**config.mk**
```make
export PLATFORM = sky130hd
export DESIGN_NAME = ebda_top
export DESIGN_NICKNAME = d
export VERILOG_FILES = /design/src/rtl/ebda_pkg.sv /design/src/rtl/ebda_arb_if.sv /design/src/rtl/ebda_arbiter.sv /design/src/rtl/ebda_top.sv
export SDC_FILE = /design/constraint.sdc
export NUM_CORES = 1
export LEC_CHECK = 0
export ABC_CLOCK_PERIOD_IN_PS = 6300
export BUFFER_PORTS_ARGS = -buffer_cell sky130_fd_sc_hd__clkbuf_2
export CORE_MARGIN = 4
export CORE_UTILIZATION = 59
export DETAILED_ROUTE_END_ITERATION = 16
export PLACE_DENSITY = 0.86
export SLEW_MARGIN = 15
export SYNTH_ARGS = -nofsm -noshare
export SYNTH_HDL_FRONTEND = slang
export SYNTH_SLANG_ARGS = --single-unit
```
**constraint.sdc**
```tcl
create_clock -name core_clk -period 6.3 [get_ports core_clk]
set_clock_uncertainty 0.2 [all_clocks]
set_input_delay 0.63 -clock core_clk [delete_from_list [all_inputs] [get_ports core_clk]]
set_output_delay 0.63 -clock core_clk [all_outputs]
set_load 0.02 [all_outputs]
```
**src/rtl/ebda_pkg.sv**
```systemverilog
package ebda_pkg;

    // *****************************
    // address and size coding
    // *****************************
    localparam int ADDR_W = 24;
    localparam int AREA_MSB = 23;
    localparam int AREA_LSB = 21;
    localparam logic [1:0] SZ_BYTE = 2'h0;
    localparam logic [1:0] SZ_WORD = 2'h1;
    localparam logic [1:0] SZ_LONG = 2'h2;

    // *****************************
    // access state counts
    // *****************************
    localparam logic [2:0] BASE_2ST = 3'h2;
    localparam logic [2:0] BASE_3ST = 3'h3;
    localparam logic [2:0] BURST_1ST = 3'h1;
    localparam logic [2:0] BURST_2ST = 3'h2;
    // pin data reaches the assembler two edges late
    localparam logic [1:0] SYNC_LAT = 2'h2;

    typedef enum logic [2:0] {
        ST_IDLE,
        ST_PREP,
        ST_GAP,
        ST_ACC,
        ST_WCAP,
        ST_ACK
    } ebda_state_type;

endpackage : ebda_pkg

```
**src/rtl/ebda_arb_if.sv**
```systemverilog
`timescale 1ns/1ps
interface ebda_arb_if;
    logic cpu_req;
    logic dtc_req;
    logic busy;
    logic gnt_cpu;
    logic gnt_dtc;

    modport ctl (output cpu_req, output dtc_req, output busy, input gnt_cpu, input gnt_dtc);
    modport arb (input cpu_req, input dtc_req, input busy, output gnt_cpu, output gnt_dtc);
endinterface : ebda_arb_if

```
**src/rtl/ebda_arbiter.sv**
```systemverilog
`timescale 1ns/1ps
module ebda_arbiter
    import ebda_pkg::*;
(
    // clock and reset
    input wire logic core_clk,
    input wire logic resetn,
    // masters and owner
    ebda_arb_if.arb bus
);

    // *****************************
    // ownership
    // *****************************
    // grant moves only while the controller is free, so a split transfer keeps its owner
    always_ff @(posedge core_clk or negedge resetn) begin
        if (!resetn) begin
            bus.gnt_cpu <= 1'b1;
            bus.gnt_dtc <= 1'b0;
        end else if (!bus.busy) begin
            if (bus.dtc_req) begin
                bus.gnt_cpu <= 1'b0;
                bus.gnt_dtc <= 1'b1;
            end else if (bus.cpu_req) begin
                bus.gnt_cpu <= 1'b1;
                bus.gnt_dtc <= 1'b0;
            end
        end
    end
endmodule : ebda_arbiter

```
**src/rtl/ebda_top.sv**
```systemverilog
`timescale 1ns/1ps
module ebda_top
    import ebda_pkg::*;
(
    // clock and reset
    input wire logic core_clk,
    input wire logic resetn,
    // processor request
    input wire logic cpu_req,
    input wire logic [ADDR_W-1:0] cpu_addr,
    input wire logic [1:0] cpu_size,
    input wire logic cpu_write,
    input wire logic [31:0] cpu_wdata,
    output logic cpu_ack,
    // transfer controller request
    input wire logic dtc_req,
    input wire logic [ADDR_W-1:0] dtc_addr,
    input wire logic [1:0] dtc_size,
    input wire logic dtc_write,
    input wire logic [31:0] dtc_wdata,
    output logic dtc_ack,
    output logic [31:0] rdata,
    // area setup
    input wire logic [7:0] area_wide,
    input wire logic [7:0] area_slow,
    input wire logic [15:0] area_waits,
    input wire logic [7:0] area_burst,
    input wire logic burst_slow,
    input wire logic idle_en,
    // external bus
    output logic [ADDR_W-1:0] ext_addr,
    output logic ext_rd_n,
    output logic ext_wr_hi_n,
    output logic ext_wr_lo_n,
    input wire logic [15:0] ext_data_in,
    output logic [15:0] ext_data_out,
    output logic ext_data_oe_hi,
    output logic ext_data_oe_lo
);

    // *****************************
    // helpers
    // *****************************
    function automatic logic [2:0] n_acc(input logic wide, input logic [1:0] size);
        if (wide) n_acc = (size == SZ_LONG) ? 3'h2 : 3'h1;
        else n_acc = (size == SZ_LONG) ? 3'h4 : ((size == SZ_WORD) ? 3'h2 : 3'h1);
    endfunction : n_acc

    function automatic logic [2:0] n_bytes(input logic [1:0] size);
        n_bytes = (size == SZ_LONG) ? 3'h4 : ((size == SZ_WORD) ? 3'h2 : 3'h1);
    endfunction : n_bytes

    function automatic logic [7:0] pick(input logic [31:0] d, input logic [2:0] idx);
        pick = d[{idx[1:0], 3'b000} +: 8];
    endfunction : pick

    // *****************************
    // arbitration
    // *****************************
    ebda_state_type state_r;
    logic take;
    ebda_arb_if arb ();

    // transfer controller wins a tie: the processor waits while it asks
    assign take = (state_r == ST_IDLE)
                && ((arb.gnt_cpu && cpu_req && !dtc_req) || (arb.gnt_dtc && dtc_req));
    assign arb.cpu_req = cpu_req;
    assign arb.dtc_req = dtc_req;
    assign arb.busy = (state_r != ST_IDLE) || take;

    ebda_arbiter u_arb (
        .core_clk(core_clk),
        .resetn(resetn),
        .bus(arb.arb)
    );

    // *****************************
    // latched transfer
    // *****************************
    logic [ADDR_W-1:0] op_addr_r;
    logic [1:0] op_size_r;
    logic op_write_r, op_dtc_r, op16_r, op3_r, opb_r;
    logic [1:0] opw_r;
    logic [31:0] op_wdata_r;
    logic [2:0] area;
    logic [ADDR_W-1:0] m_addr;

    assign m_addr = arb.gnt_dtc ? dtc_addr : cpu_addr;
    assign area = m_addr[AREA_MSB:AREA_LSB];

    always_ff @(posedge core_clk or negedge resetn) begin
        if (!resetn) begin
            op_addr_r <= '0;
            op_size_r <= SZ_BYTE;
            op_write_r <= 1'b0;
            op_wdata_r <= '0;
            op_dtc_r <= 1'b0;
            op16_r <= 1'b0;
            op3_r <= 1'b0;
            opw_r <= 2'h0;
            opb_r <= 1'b0;
        end else if (take) begin
            op_addr_r <= m_addr;
            op_size_r <= arb.gnt_dtc ? dtc_size : cpu_size;
            op_write_r <= arb.gnt_dtc ? dtc_write : cpu_write;
            op_wdata_r <= arb.gnt_dtc ? dtc_wdata : cpu_wdata;
            op_dtc_r <= arb.gnt_dtc;
            op16_r <= area_wide[area];
            op3_r <= area_slow[area];
            opw_r <= area_waits[{area, 1'b0} +: 2];
            opb_r <= area_burst[area];
        end
    end

    // *****************************
    // access launch decode
    // *****************************
    logic [2:0] off_r, left_r, cnt_r, cur_len_r, len_cnt_r, acc_cnt_r, la_len, la_idx;
    logic first_r, last_rd_r, cur_hi_r, cur_two_r;
    logic unit_two, la_hi, la_lo, need_idle, acc_end, launch, burst_now;
    logic [ADDR_W-1:0] la_addr;
    logic [15:0] la_data;

    assign unit_two = op16_r && (op_size_r != SZ_BYTE);
    assign la_addr = op_addr_r + {{(ADDR_W-3){1'b0}}, off_r};
    assign la_hi = unit_two || !op16_r || !la_addr[0];
    assign la_lo = unit_two || (op16_r && la_addr[0]);
    assign la_idx = n_bytes(op_size_r) - 3'h1 - off_r;
    assign la_data = unit_two ? {pick(op_wdata_r, la_idx), pick(op_wdata_r, la_idx - 3'h1)}
                              : {2{pick(op_wdata_r, la_idx)}};
    assign burst_now = opb_r && !op_write_r && !first_r;
    // waits stretch the 3-state cycle only
    assign la_len = burst_now ? (burst_slow ? BURST_2ST : BURST_1ST)
                  : (op3_r ? BASE_3ST + {1'b0, opw_r} : BASE_2ST);
    assign need_idle = idle_en && last_rd_r && op_write_r;
    assign acc_end = (state_r == ST_ACC) && (cnt_r == 3'h0);
    assign launch = ((state_r == ST_PREP) && !need_idle) || (state_r == ST_GAP)
                  || (acc_end && (left_r != 3'h0));

    // *****************************
    // sequencer
    // *****************************
    logic [1:0] wcnt_r;
    logic ack_r, ack_set, cpu_ack_r, dtc_ack_r;
    logic [31:0] rdata_r, rbuf_r, nxt_rbuf;
    logic p1_v_r, p1_two_r, p1_hi_r, p2_v_r, p2_two_r, p2_hi_r;

    always_ff @(posedge core_clk or negedge resetn) begin
        if (!resetn) begin
            state_r <= ST_IDLE;
            wcnt_r <= 2'h0;
            ack_r <= 1'b0;
            rdata_r <= '0;
        end else begin
            unique case (state_r)
                ST_IDLE: if (take) state_r <= ST_PREP;
                ST_PREP: state_r <= need_idle ? ST_GAP : ST_ACC;
                ST_GAP: state_r <= ST_ACC;
                ST_ACC: begin
                    if (acc_end && left_r == 3'h0) begin
                        state_r <= op_write_r ? ST_ACK : ST_WCAP;
                        ack_r <= op_write_r;
                        wcnt_r <= 2'h0;
                    end
                end
                ST_WCAP: begin
                    wcnt_r <= wcnt_r + 2'h1;
                    if (wcnt_r == SYNC_LAT - 2'h1) begin
                        state_r <= ST_ACK;
                        ack_r <= 1'b1;
                        rdata_r <= nxt_rbuf;
                    end
                end
                ST_ACK: begin
                    state_r <= ST_IDLE;
                    ack_r <= 1'b0;
                end
                default: state_r <= ST_IDLE;
            endcase
        end
    end

    always_ff @(posedge core_clk or negedge resetn) begin
        if (!resetn) begin
            off_r <= 3'h0;
            left_r <= 3'h0;
            cnt_r <= 3'h0;
            first_r <= 1'b0;
            last_rd_r <= 1'b0;
            cur_hi_r <= 1'b0;
            cur_two_r <= 1'b0;
            cur_len_r <= 3'h0;
        end else if (take) begin
            off_r <= 3'h0;
            first_r <= 1'b1;
        end else if (launch) begin
            off_r <= off_r + (unit_two ? 3'h2 : 3'h1);
            left_r <= first_r ? n_acc(op16_r, op_size_r) - 3'h1 : left_r - 3'h1;
            cnt_r <= la_len - 3'h1;
            cur_len_r <= la_len;
            first_r <= 1'b0;
            last_rd_r <= !op_write_r;
            cur_hi_r <= la_hi;
            cur_two_r <= unit_two;
        end else if (state_r == ST_ACC) begin
            cnt_r <= cnt_r - 3'h1;
        end
    end

    // *****************************
    // external pins
    // *****************************
    always_ff @(posedge core_clk or negedge resetn) begin
        if (!resetn) begin
            ext_addr <= '0;
            ext_rd_n <= 1'b1;
            ext_wr_hi_n <= 1'b1;
            ext_wr_lo_n <= 1'b1;
            ext_data_out <= '0;
            ext_data_oe_hi <= 1'b0;
            ext_data_oe_lo <= 1'b0;
        end else if (launch) begin
            ext_addr <= la_addr;
            ext_rd_n <= op_write_r;
            ext_wr_hi_n <= !(op_write_r && la_hi);
            ext_wr_lo_n <= !(op_write_r && la_lo);
            ext_data_out <= la_data;
            ext_data_oe_hi <= op_write_r && la_hi;
            ext_data_oe_lo <= op_write_r && la_lo;
        end else if (acc_end) begin
            ext_rd_n <= 1'b1;
            ext_wr_hi_n <= 1'b1;
            ext_wr_lo_n <= 1'b1;
            ext_data_oe_hi <= 1'b0;
            ext_data_oe_lo <= 1'b0;
        end
    end

    // *****************************
    // read capture
    // *****************************
    // pins pass two flops; the lane tags ride a matching two-stage pipe
    logic [15:0] din_s1_r, din_s2_r;

    assign nxt_rbuf = !p2_v_r ? rbuf_r
                    : (p2_two_r ? {rbuf_r[15:0], din_s2_r}
                                : {rbuf_r[23:0], p2_hi_r ? din_s2_r[15:8] : din_s2_r[7:0]});

    always_ff @(posedge core_clk or negedge resetn) begin
        if (!resetn) begin
            din_s1_r <= '0;
            din_s2_r <= '0;
            {p1_v_r, p1_two_r, p1_hi_r, p2_v_r, p2_two_r, p2_hi_r} <= '0;
            rbuf_r <= '0;
        end else begin
            din_s1_r <= ext_data_in;
            din_s2_r <= din_s1_r;
            p1_v_r <= acc_end && !op_write_r;
            p1_two_r <= cur_two_r;
            p1_hi_r <= cur_hi_r;
            {p2_v_r, p2_two_r, p2_hi_r} <= {p1_v_r, p1_two_r, p1_hi_r};
            rbuf_r <= take ? 32'h0 : nxt_rbuf;
        end
    end

    // per-master acknowledge flops, so the outputs come straight from flops
    assign ack_set = (acc_end && left_r == 3'h0 && op_write_r)
                   || (state_r == ST_WCAP && wcnt_r == SYNC_LAT - 2'h1);

    always_ff @(posedge core_clk or negedge resetn) begin
        if (!resetn) begin
            cpu_ack_r <= 1'b0;
            dtc_ack_r <= 1'b0;
        end else begin
            cpu_ack_r <= ack_set && !op_dtc_r;
            dtc_ack_r <= ack_set && op_dtc_r;
        end
    end

    assign cpu_ack = cpu_ack_r;
    assign dtc_ack = dtc_ack_r;
    assign rdata = rdata_r;

    // *****************************
    // checks
    // *****************************
    always_ff @(posedge core_clk or negedge resetn) begin
        if (!resetn) begin
            len_cnt_r <= 3'h0;
            acc_cnt_r <= 3'h0;
        end else begin
            len_cnt_r <= launch ? 3'h1 : len_cnt_r + 3'h1;
            acc_cnt_r <= take ? 3'h0 : acc_cnt_r + {2'h0, launch};
        end
    end
endmodule : ebda_top

```
==> results of run 1 <==
[path summary, 6_finish.rpt]
kind                            cells past startpoint                 endpoint  slack, ns
worst max-delay path                               10     off_r[2]$_DFFE_PN0P_       2.98
worst min-delay path                                1    din_s1_r[6]$_DFF_PN0_       0.02
worst max register to register                     10     off_r[2]$_DFFE_PN0P_       2.98
worst min register to register                      0   din_s2_r[12]$_DFF_PN0_       0.15
max in group asynchronous                           3  ext_addr[7]$_DFFE_PN0N_       4.20
min in group asynchronous                           2    rdata[30]$_DFFE_PN0N_       0.52
[flip-flops by register name, summed over array words and instances, names as in the netlist, 2 cells and up]
| signal | count |
|---|---|
| op_addr_r | 24 |
| off_r | 3 |
| rbuf_r | 32 |
| state_r | 3 |
| wcnt_r | 2 |
| opw_r | 2 |
| din_s2_r | 16 |
| left_r | 3 |
| ext_data_out | 16 |
| op_wdata_r | 32 |
| op_size_r | 2 |
| din_s1_r | 16 |
| ext_addr | 24 |
| rdata | 32 |
| cnt_r | 3 |
[placed cells by master (no fill, tap or decap), types with 6 or more instances in the layout]
cell,synthesis,routed
clkbuf_2,0,257
buf_4,0,10
nor3_1,15,15
xnor2_1,16,15
a31oi_1,12,12
clkbuf_1,61,10
dfrtp_1,230,229
o21ai_0,126,126
nor2_1,108,108
o211a_1,6,6
inv_1,17,17
mux2i_1,131,130
a21oi_1,79,79
ha_1,12,12
nand3_1,31,30
a32oi_1,7,7
nand4_1,6,6
mux2_2,10,10
nor4b_1,13,13
mux4_2,8,8
xor2_1,8,8
or3_1,15,15
clkbuf_16,0,25
nand2_1,175,175
[logic make-up (layout without fill, tap and decap cells)]
| logic type | Yosys count | count (layout) | share of synthesized area [%] |
|---|---|---|---|
| compound gates | 257 | 257 | 12.6 |
| xor+xnor | 25 | 25 | 2.05 |
| fa+ha+maj | 14 | 14 | 1.66 |
| buf+inv | 99 | 332 | 3.40 |
| flops | 234 | 234 | 51.3 |
| mux | 149 | 149 | 14.0 |
| simple gates | 388 | 388 | 15.0 |
[through the flow]
step                setup WS [ns]  area, um^2  hold WS [ns]
CTS                          3.02       13700       0.00642
detailed placement           3.02       12900         0.135
floorplan                    3.43       11400         0.131
finish                       2.98       13700        0.0229
global route                 2.74       13700       0.00935
global placement             3.13       12900         0.131
[final cells by class]
type / instances / area [um^2]
flip-flops and latches: 234 / 5860
well taps: 260 / 325
clock inverters: 6 / 133
multi-input cells: 833 / 5210
repair buffers: 271 / 1430
clock buffers: 38 / 704
inverters: 17 / 63.8
fillers: 1373 / 5160
[synthesized netlist by cell type (2+ instances only)]
| library cell | number | share of area [%] |
|---|---|---|
| buf_1 | 12 | 0.39 |
| or3_1 | 15 | 0.82 |
| a211oi_1 | 2 | 0.13 |
| mux2i_1 | 131 | 11 |
| a211o_1 | 2 | 0.15 |
| mux2_2 | 10 | 0.99 |
| nor3_1 | 15 | 0.66 |
| and3_1 | 2 | 0.11 |
| nand4_1 | 6 | 0.33 |
| o21ai_0 | 126 | 5.5 |
| a31oi_1 | 12 | 0.66 |
| o21a_1 | 5 | 0.33 |
| ha_1 | 12 | 1.3 |
| a21o_1 | 3 | 0.20 |
| nor2b_1 | 4 | 0.22 |
| dfrtp_1 | 230 | 50 |
| nand2_1 | 175 | 5.7 |
| a21oi_1 | 79 | 3.5 |
| inv_1 | 17 | 0.56 |
| mux4_2 | 8 | 1.6 |
| clkbuf_1 | 61 | 2.0 |
| and4_1 | 3 | 0.23 |
| and2_1 | 5 | 0.27 |
| nand3_1 | 31 | 1.4 |
| a32oi_1 | 7 | 0.54 |
| xor2_1 | 8 | 0.61 |
| o211ai_1 | 3 | 0.20 |
| o31ai_1 | 3 | 0.20 |
| dfstp_2 | 4 | 0.92 |
| fa_1 | 2 | 0.35 |
| nor2_1 | 108 | 3.5 |
| nor4_1 | 2 | 0.11 |
| o211a_1 | 6 | 0.53 |
| or3b_2 | 2 | 0.15 |
| nor4b_1 | 13 | 1.0 |
| xnor2_1 | 16 | 1.2 |
| buf_2 | 8 | 0.35 |
[per-layer routing]
layer	vias to the layer above	GRT usage [%]	share of wire (%)
met2	375	47.4	51
met5	-	0	0.044
met1	4646	35.7	40
li1	4502	-	-
met4	2	7.04	2.6
met3	61	4.32	6.7
[where the power goes]
group / switching [mW] / internal, mW / total, mW / leakage [nW]
logic: 1.87 / 1.28 / 3.14 / 3.50
registers: 0.494 / 2.01 / 2.51 / 2.75
clock network: 0.575 / 0.930 / 1.51 / 0.402
[critical path, cell delays in order (launching register included)]
cell	delay (ns)
dfrtp_1	0.40
inv_1	0.09
ha_1	0.54
nor2b_1	0.09
buf_4	0.23
inv_1	0.47
ha_1	0.26
inv_1	0.05
fa_1	0.36
or3_1	0.37
a21oi_1	0.17
[timing repair]
action / in CTS / in global routing
hold buffers: 1 / 0
setup buffers: 0 / 0
endpoints found under the hold margin: 94 / 0
==> run summary, run 1 <==
status: completed
DRT iter0 DRCs: 744
vias in the first global route: 9428
Die X: 147 um
worst slew pin tran: 1.09 ns
clk buf depth: 3
Hold Crit Class: in -> reg
post-layout min period: 3.32 ns
Vias/cell: 5.78
post-synthesis cell area: 11400 um^2
first-pass GRT wire length: 48300 um
Fmax: 301 MHz
startpoint types: flop
CP Capture Type: flop
Clock Pin Slew Worst Setup and Hold Paths: 0.06 ns
final wirelength: 29800 um
WP data arrival: 3.56 ns
Crit. Startpoint: op_size_r[0]$_DFFE_PN0N_
TritonCTS clock tree: yes
Inserted Diodes: 0
via count: 9586
Power Density: 521 nW/um^2
largest net degree at the start of global routing: 141
ys async rst share: 100%
Nets: 1575
layout cells sized above 1: 24.0%
Post-Syn Nets: 1360
grt ovf: 0
Final ANT Viol Nets: 0
R2R Path Start: op_size_r[0]$_DFFE_PN0N_
Synth Instances: 1166
Max-cap violations: 0
# port buffers: 258
number of buffers created by CTS: 24
setup tns final: 0 ns
Synth Warn #: 0
dpl hpwl: 20700 um
drt pass-1 iters: 5
CTS resizes: 0
WS Path Type: reg -> reg
Critical Path Fanout Max: 23
H-tree lvl count: 1
Inst Count DP: 1613
RSZ-0062 raised after global routing: no
Final Hold Fails: 0
CTS root buffer: clkbuf_16
WP data required: 6.53 ns
GP Congestion: 0.857
row cnt: 50
Leak: 6.65 nW
setup violators final: 0
EDFF count, synth: 0
Initial Util: 60.5%
non-filler cells, final: 1659
Synth Flop Type: dfrtp_1
Routed wire per std cell: 18.0 um
Final Max Slew Viols: 0
DIE AREA: 21700 um^2
area of the core: 18900 um^2
top-level I/O count: 259
FF+latch count, synth: 234
Post-route DRC: 0
Worst-Skew Late Latency: 0.51 ns
Die Ht: 147 um
Avg Synthesized Cell Area: 9.80 um^2
Pwr Total: 7.16 mW
overall routing resource usage: 27.2%
Yosys cell types: 55
final period utilization: 52.8%
initial antenna violation count: 1
min-delay src: ext_data_in[6]
worst vdd ir: 0.000322 V
Seq/Total Area, Yosys: 51.3%
Slew HR: 27.5%
Core Util, Final: 72.7%
Area Overhead vs Synth: 20.1%
clock sink count: 234
Note: power is estimated with default switching activity, not from simulation.
==> run 2, diff against run 1 <==
- ABC_CLOCK_PERIOD_IN_PS: 6300 -> 2800
- CORE_UTILIZATION: 59 -> 49
- PLACE_DENSITY: 0.86 -> 0.76
- clock period: 6.3 -> 2.8 ns (I/O delays scaled with it)
==> run summary, run 2 (synthesized netlist as in run 1, its figures left out) <==
worst slack at placement: 0.132 ns
Filler cells: 1717
CTS root buffer: clkbuf_16
setup violators final: 0
sequential share of power: 33.3%
# port buffers: 258
RSZ-0062 raised after global routing: no
layout cells sized above 1: 23.7%
Die Ht: 161 um
first-pass GRT wire length: 54200 um
status: completed
Area Overhead vs Synth: 34.9%
via count: 10.2k
Final Hold Fails: 0
Sw Ratio: 40.7%
WP data arrival: 2.84 ns
dpl hpwl: 21500 um
initial antenna violation count: 1
top-level I/O count: 259
Final WS setup: 0.147 ns
Hold Crit Class: in -> reg
worst vdd ir: 0.000534 V
worst slew pin tran: 0.912 ns
area of the core: 22800 um^2
Design Area, Final: 15400 um^2
clock share of power: 20.1%
Top Family by Delay on Critical Path: adder cells
Initial Util: 50.2%
critical-path cell list: inv_1 > ha_1 > inv_1 > ha_1 > xor2_1 > buf_4 > mux2_2 > o211a_1 > a32oi_1 > o21ai_0
leading cell types in the layout, fill and taps excluded: clkbuf_2, dfrtp_1, nand2_1, dlygate4sd3_1, mux2i_1
Vias/cell: 5.45
part of the power in combinational logic: 46.6%
Final ANT Viol Nets: 0
CP bufs+invs: 3
WS Path Type: reg -> reg
row cnt: 55
Core Util, Final: 67.7%
final wirelength: 33500 um
Clock Pin Slew Worst Setup and Hold Paths: 0.06 ns
overall routing resource usage: 25.5%
TritonCTS clock tree: yes
final period utilization: 94.7%
Pwr Total: 16.7 mW
Nets: 1733
grt ovf: 0
Critical Path Fanout Max: 15
Max-cap violations: 0
Fmax: 377 MHz
vias in the first global route: 10.6k
drt pass-1 iters: 5
Worst path slowest cell: dfrtp_1
largest net degree at the start of global routing: 84
Final Max Slew Viols: 0
slowest stage delay, CP: 0.37 ns
Post-route DRC: 0
clk buf depth: 3
CP Capture Type: flop
Routed wire per std cell: 17.9 um
Leak: 7.36 nW
post-CTS setup buffers: 0
startpoint types: flop
DRT iter0 DRCs: 778
Area after DPL: 13200 um^2
setup tns final: 0 ns
post-layout min period: 2.65 ns
clock sink count: 234
Slew HR: 39.0%
DIE AREA: 25800 um^2
Power Internal: 9.89 mW
net switching power: 6.78 mW
Die X: 161 um
Worst-Skew Late Latency: 0.53 ns
H-tree lvl count: 1
number of buffers created by CTS: 26
commonest non-fill, non-tap cell in the layout: clkbuf_2
Power Density: 1080 nW/um^2
WP data required: 2.99 ns
GP Congestion: 0.857
## run 2: cell types whose count changed in the layout (fill, tap and decap cells not counted), sizes merged
| cell | change |
|---|---|
| buf | +23 |
| inv | +1 |
| clkinv | +5 |
| bufinv | -2 |
| diode | +1 |
| dlygate4sd3 | +133 |
## run 2: area by class of cell
cell class / instances / area, um^2 / area share (%)
Multi-Input combinational cell: 833 / 5240 / 34.0
Clock buffer: 38 / 736 / 4.77
Tap cell: 313 / 392 / 2.54
Inverter: 17 / 63.8 / 0.414
Clock inverter: 10 / 118 / 0.762
Antenna cell: 1 / 2.50 / 0.0162
Sequential cell: 234 / 5860 / 38.0
Timing Repair Buffer: 427 / 3010 / 19.5
## run 2: power groups by stage
stage | Clock, mW | Combinational, mW | Sequential [mW]
final | 3.35 | 7.76 | 5.56
after global routing | 3.57 | 8.58 | 5.68
after CTS | 3.43 | 7.65 | 5.52
after detailed placement | 0 | 7.36 | 5.56
after global placement | 0 | 7.13 | 5.52
after floorplan | 0 | 5.01 | 5.60
## run 2: metal layers
metal | routed length, um | vias to the layer above | global-route usage, %
li1 | - | 4826 | -
met1 | 13100 | 4872 | 31.2
met2 | 16800 | 407 | 45.0
met3 | 2230 | 96 | 4.72
met4 | 1320 | 0 | 9.46
met5 | 0 | - | 0
## run 2: path summary, 6_finish.rpt
kind                                               endpoint  slack, ns                startpoint  cells past startpoint
min in group asynchronous             rdata[28]$_DFFE_PN0N_       0.14                    resetn                      2
max in group asynchronous        op_wdata_r[29]$_DFFE_PN0N_       1.48                    resetn                      3
worst max-delay path            ext_data_out[7]$_DFFE_PN0N_       0.15  op_size_r[0]$_DFFE_PN0N_                     10
worst min register to register           p2_two_r$_DFF_PN0_       0.14        p1_two_r$_DFF_PN0_                      0
worst max register to register  ext_data_out[7]$_DFFE_PN0N_       0.15  op_size_r[0]$_DFFE_PN0N_                     10
worst min-delay path                   opw_r[0]$_DFFE_PN0N_       0.02            area_waits[10]                      4
## run 2: what timing repair did
action,CTS,global route
setup endpoints to repair,0,3
hold buffers,134,0
endpoints found under the hold margin,156,0
gates resized for setup,0,6
## run 2: per-stage QoR
stage,cells,hold WS (ns)
after floorplan,1166,-0.216
after global placement,1690,0.126
after detailed placement,1690,0.129
after CTS,1872,0.000882
after global routing,1873,0.0263
final,1873,0.0221
## run 2: worst min-delay path: stages
cell and delay [ns]:
clkbuf_2 0.08, mux2i_1 0.13, a211o_1 0.14, a31oi_1 0.08
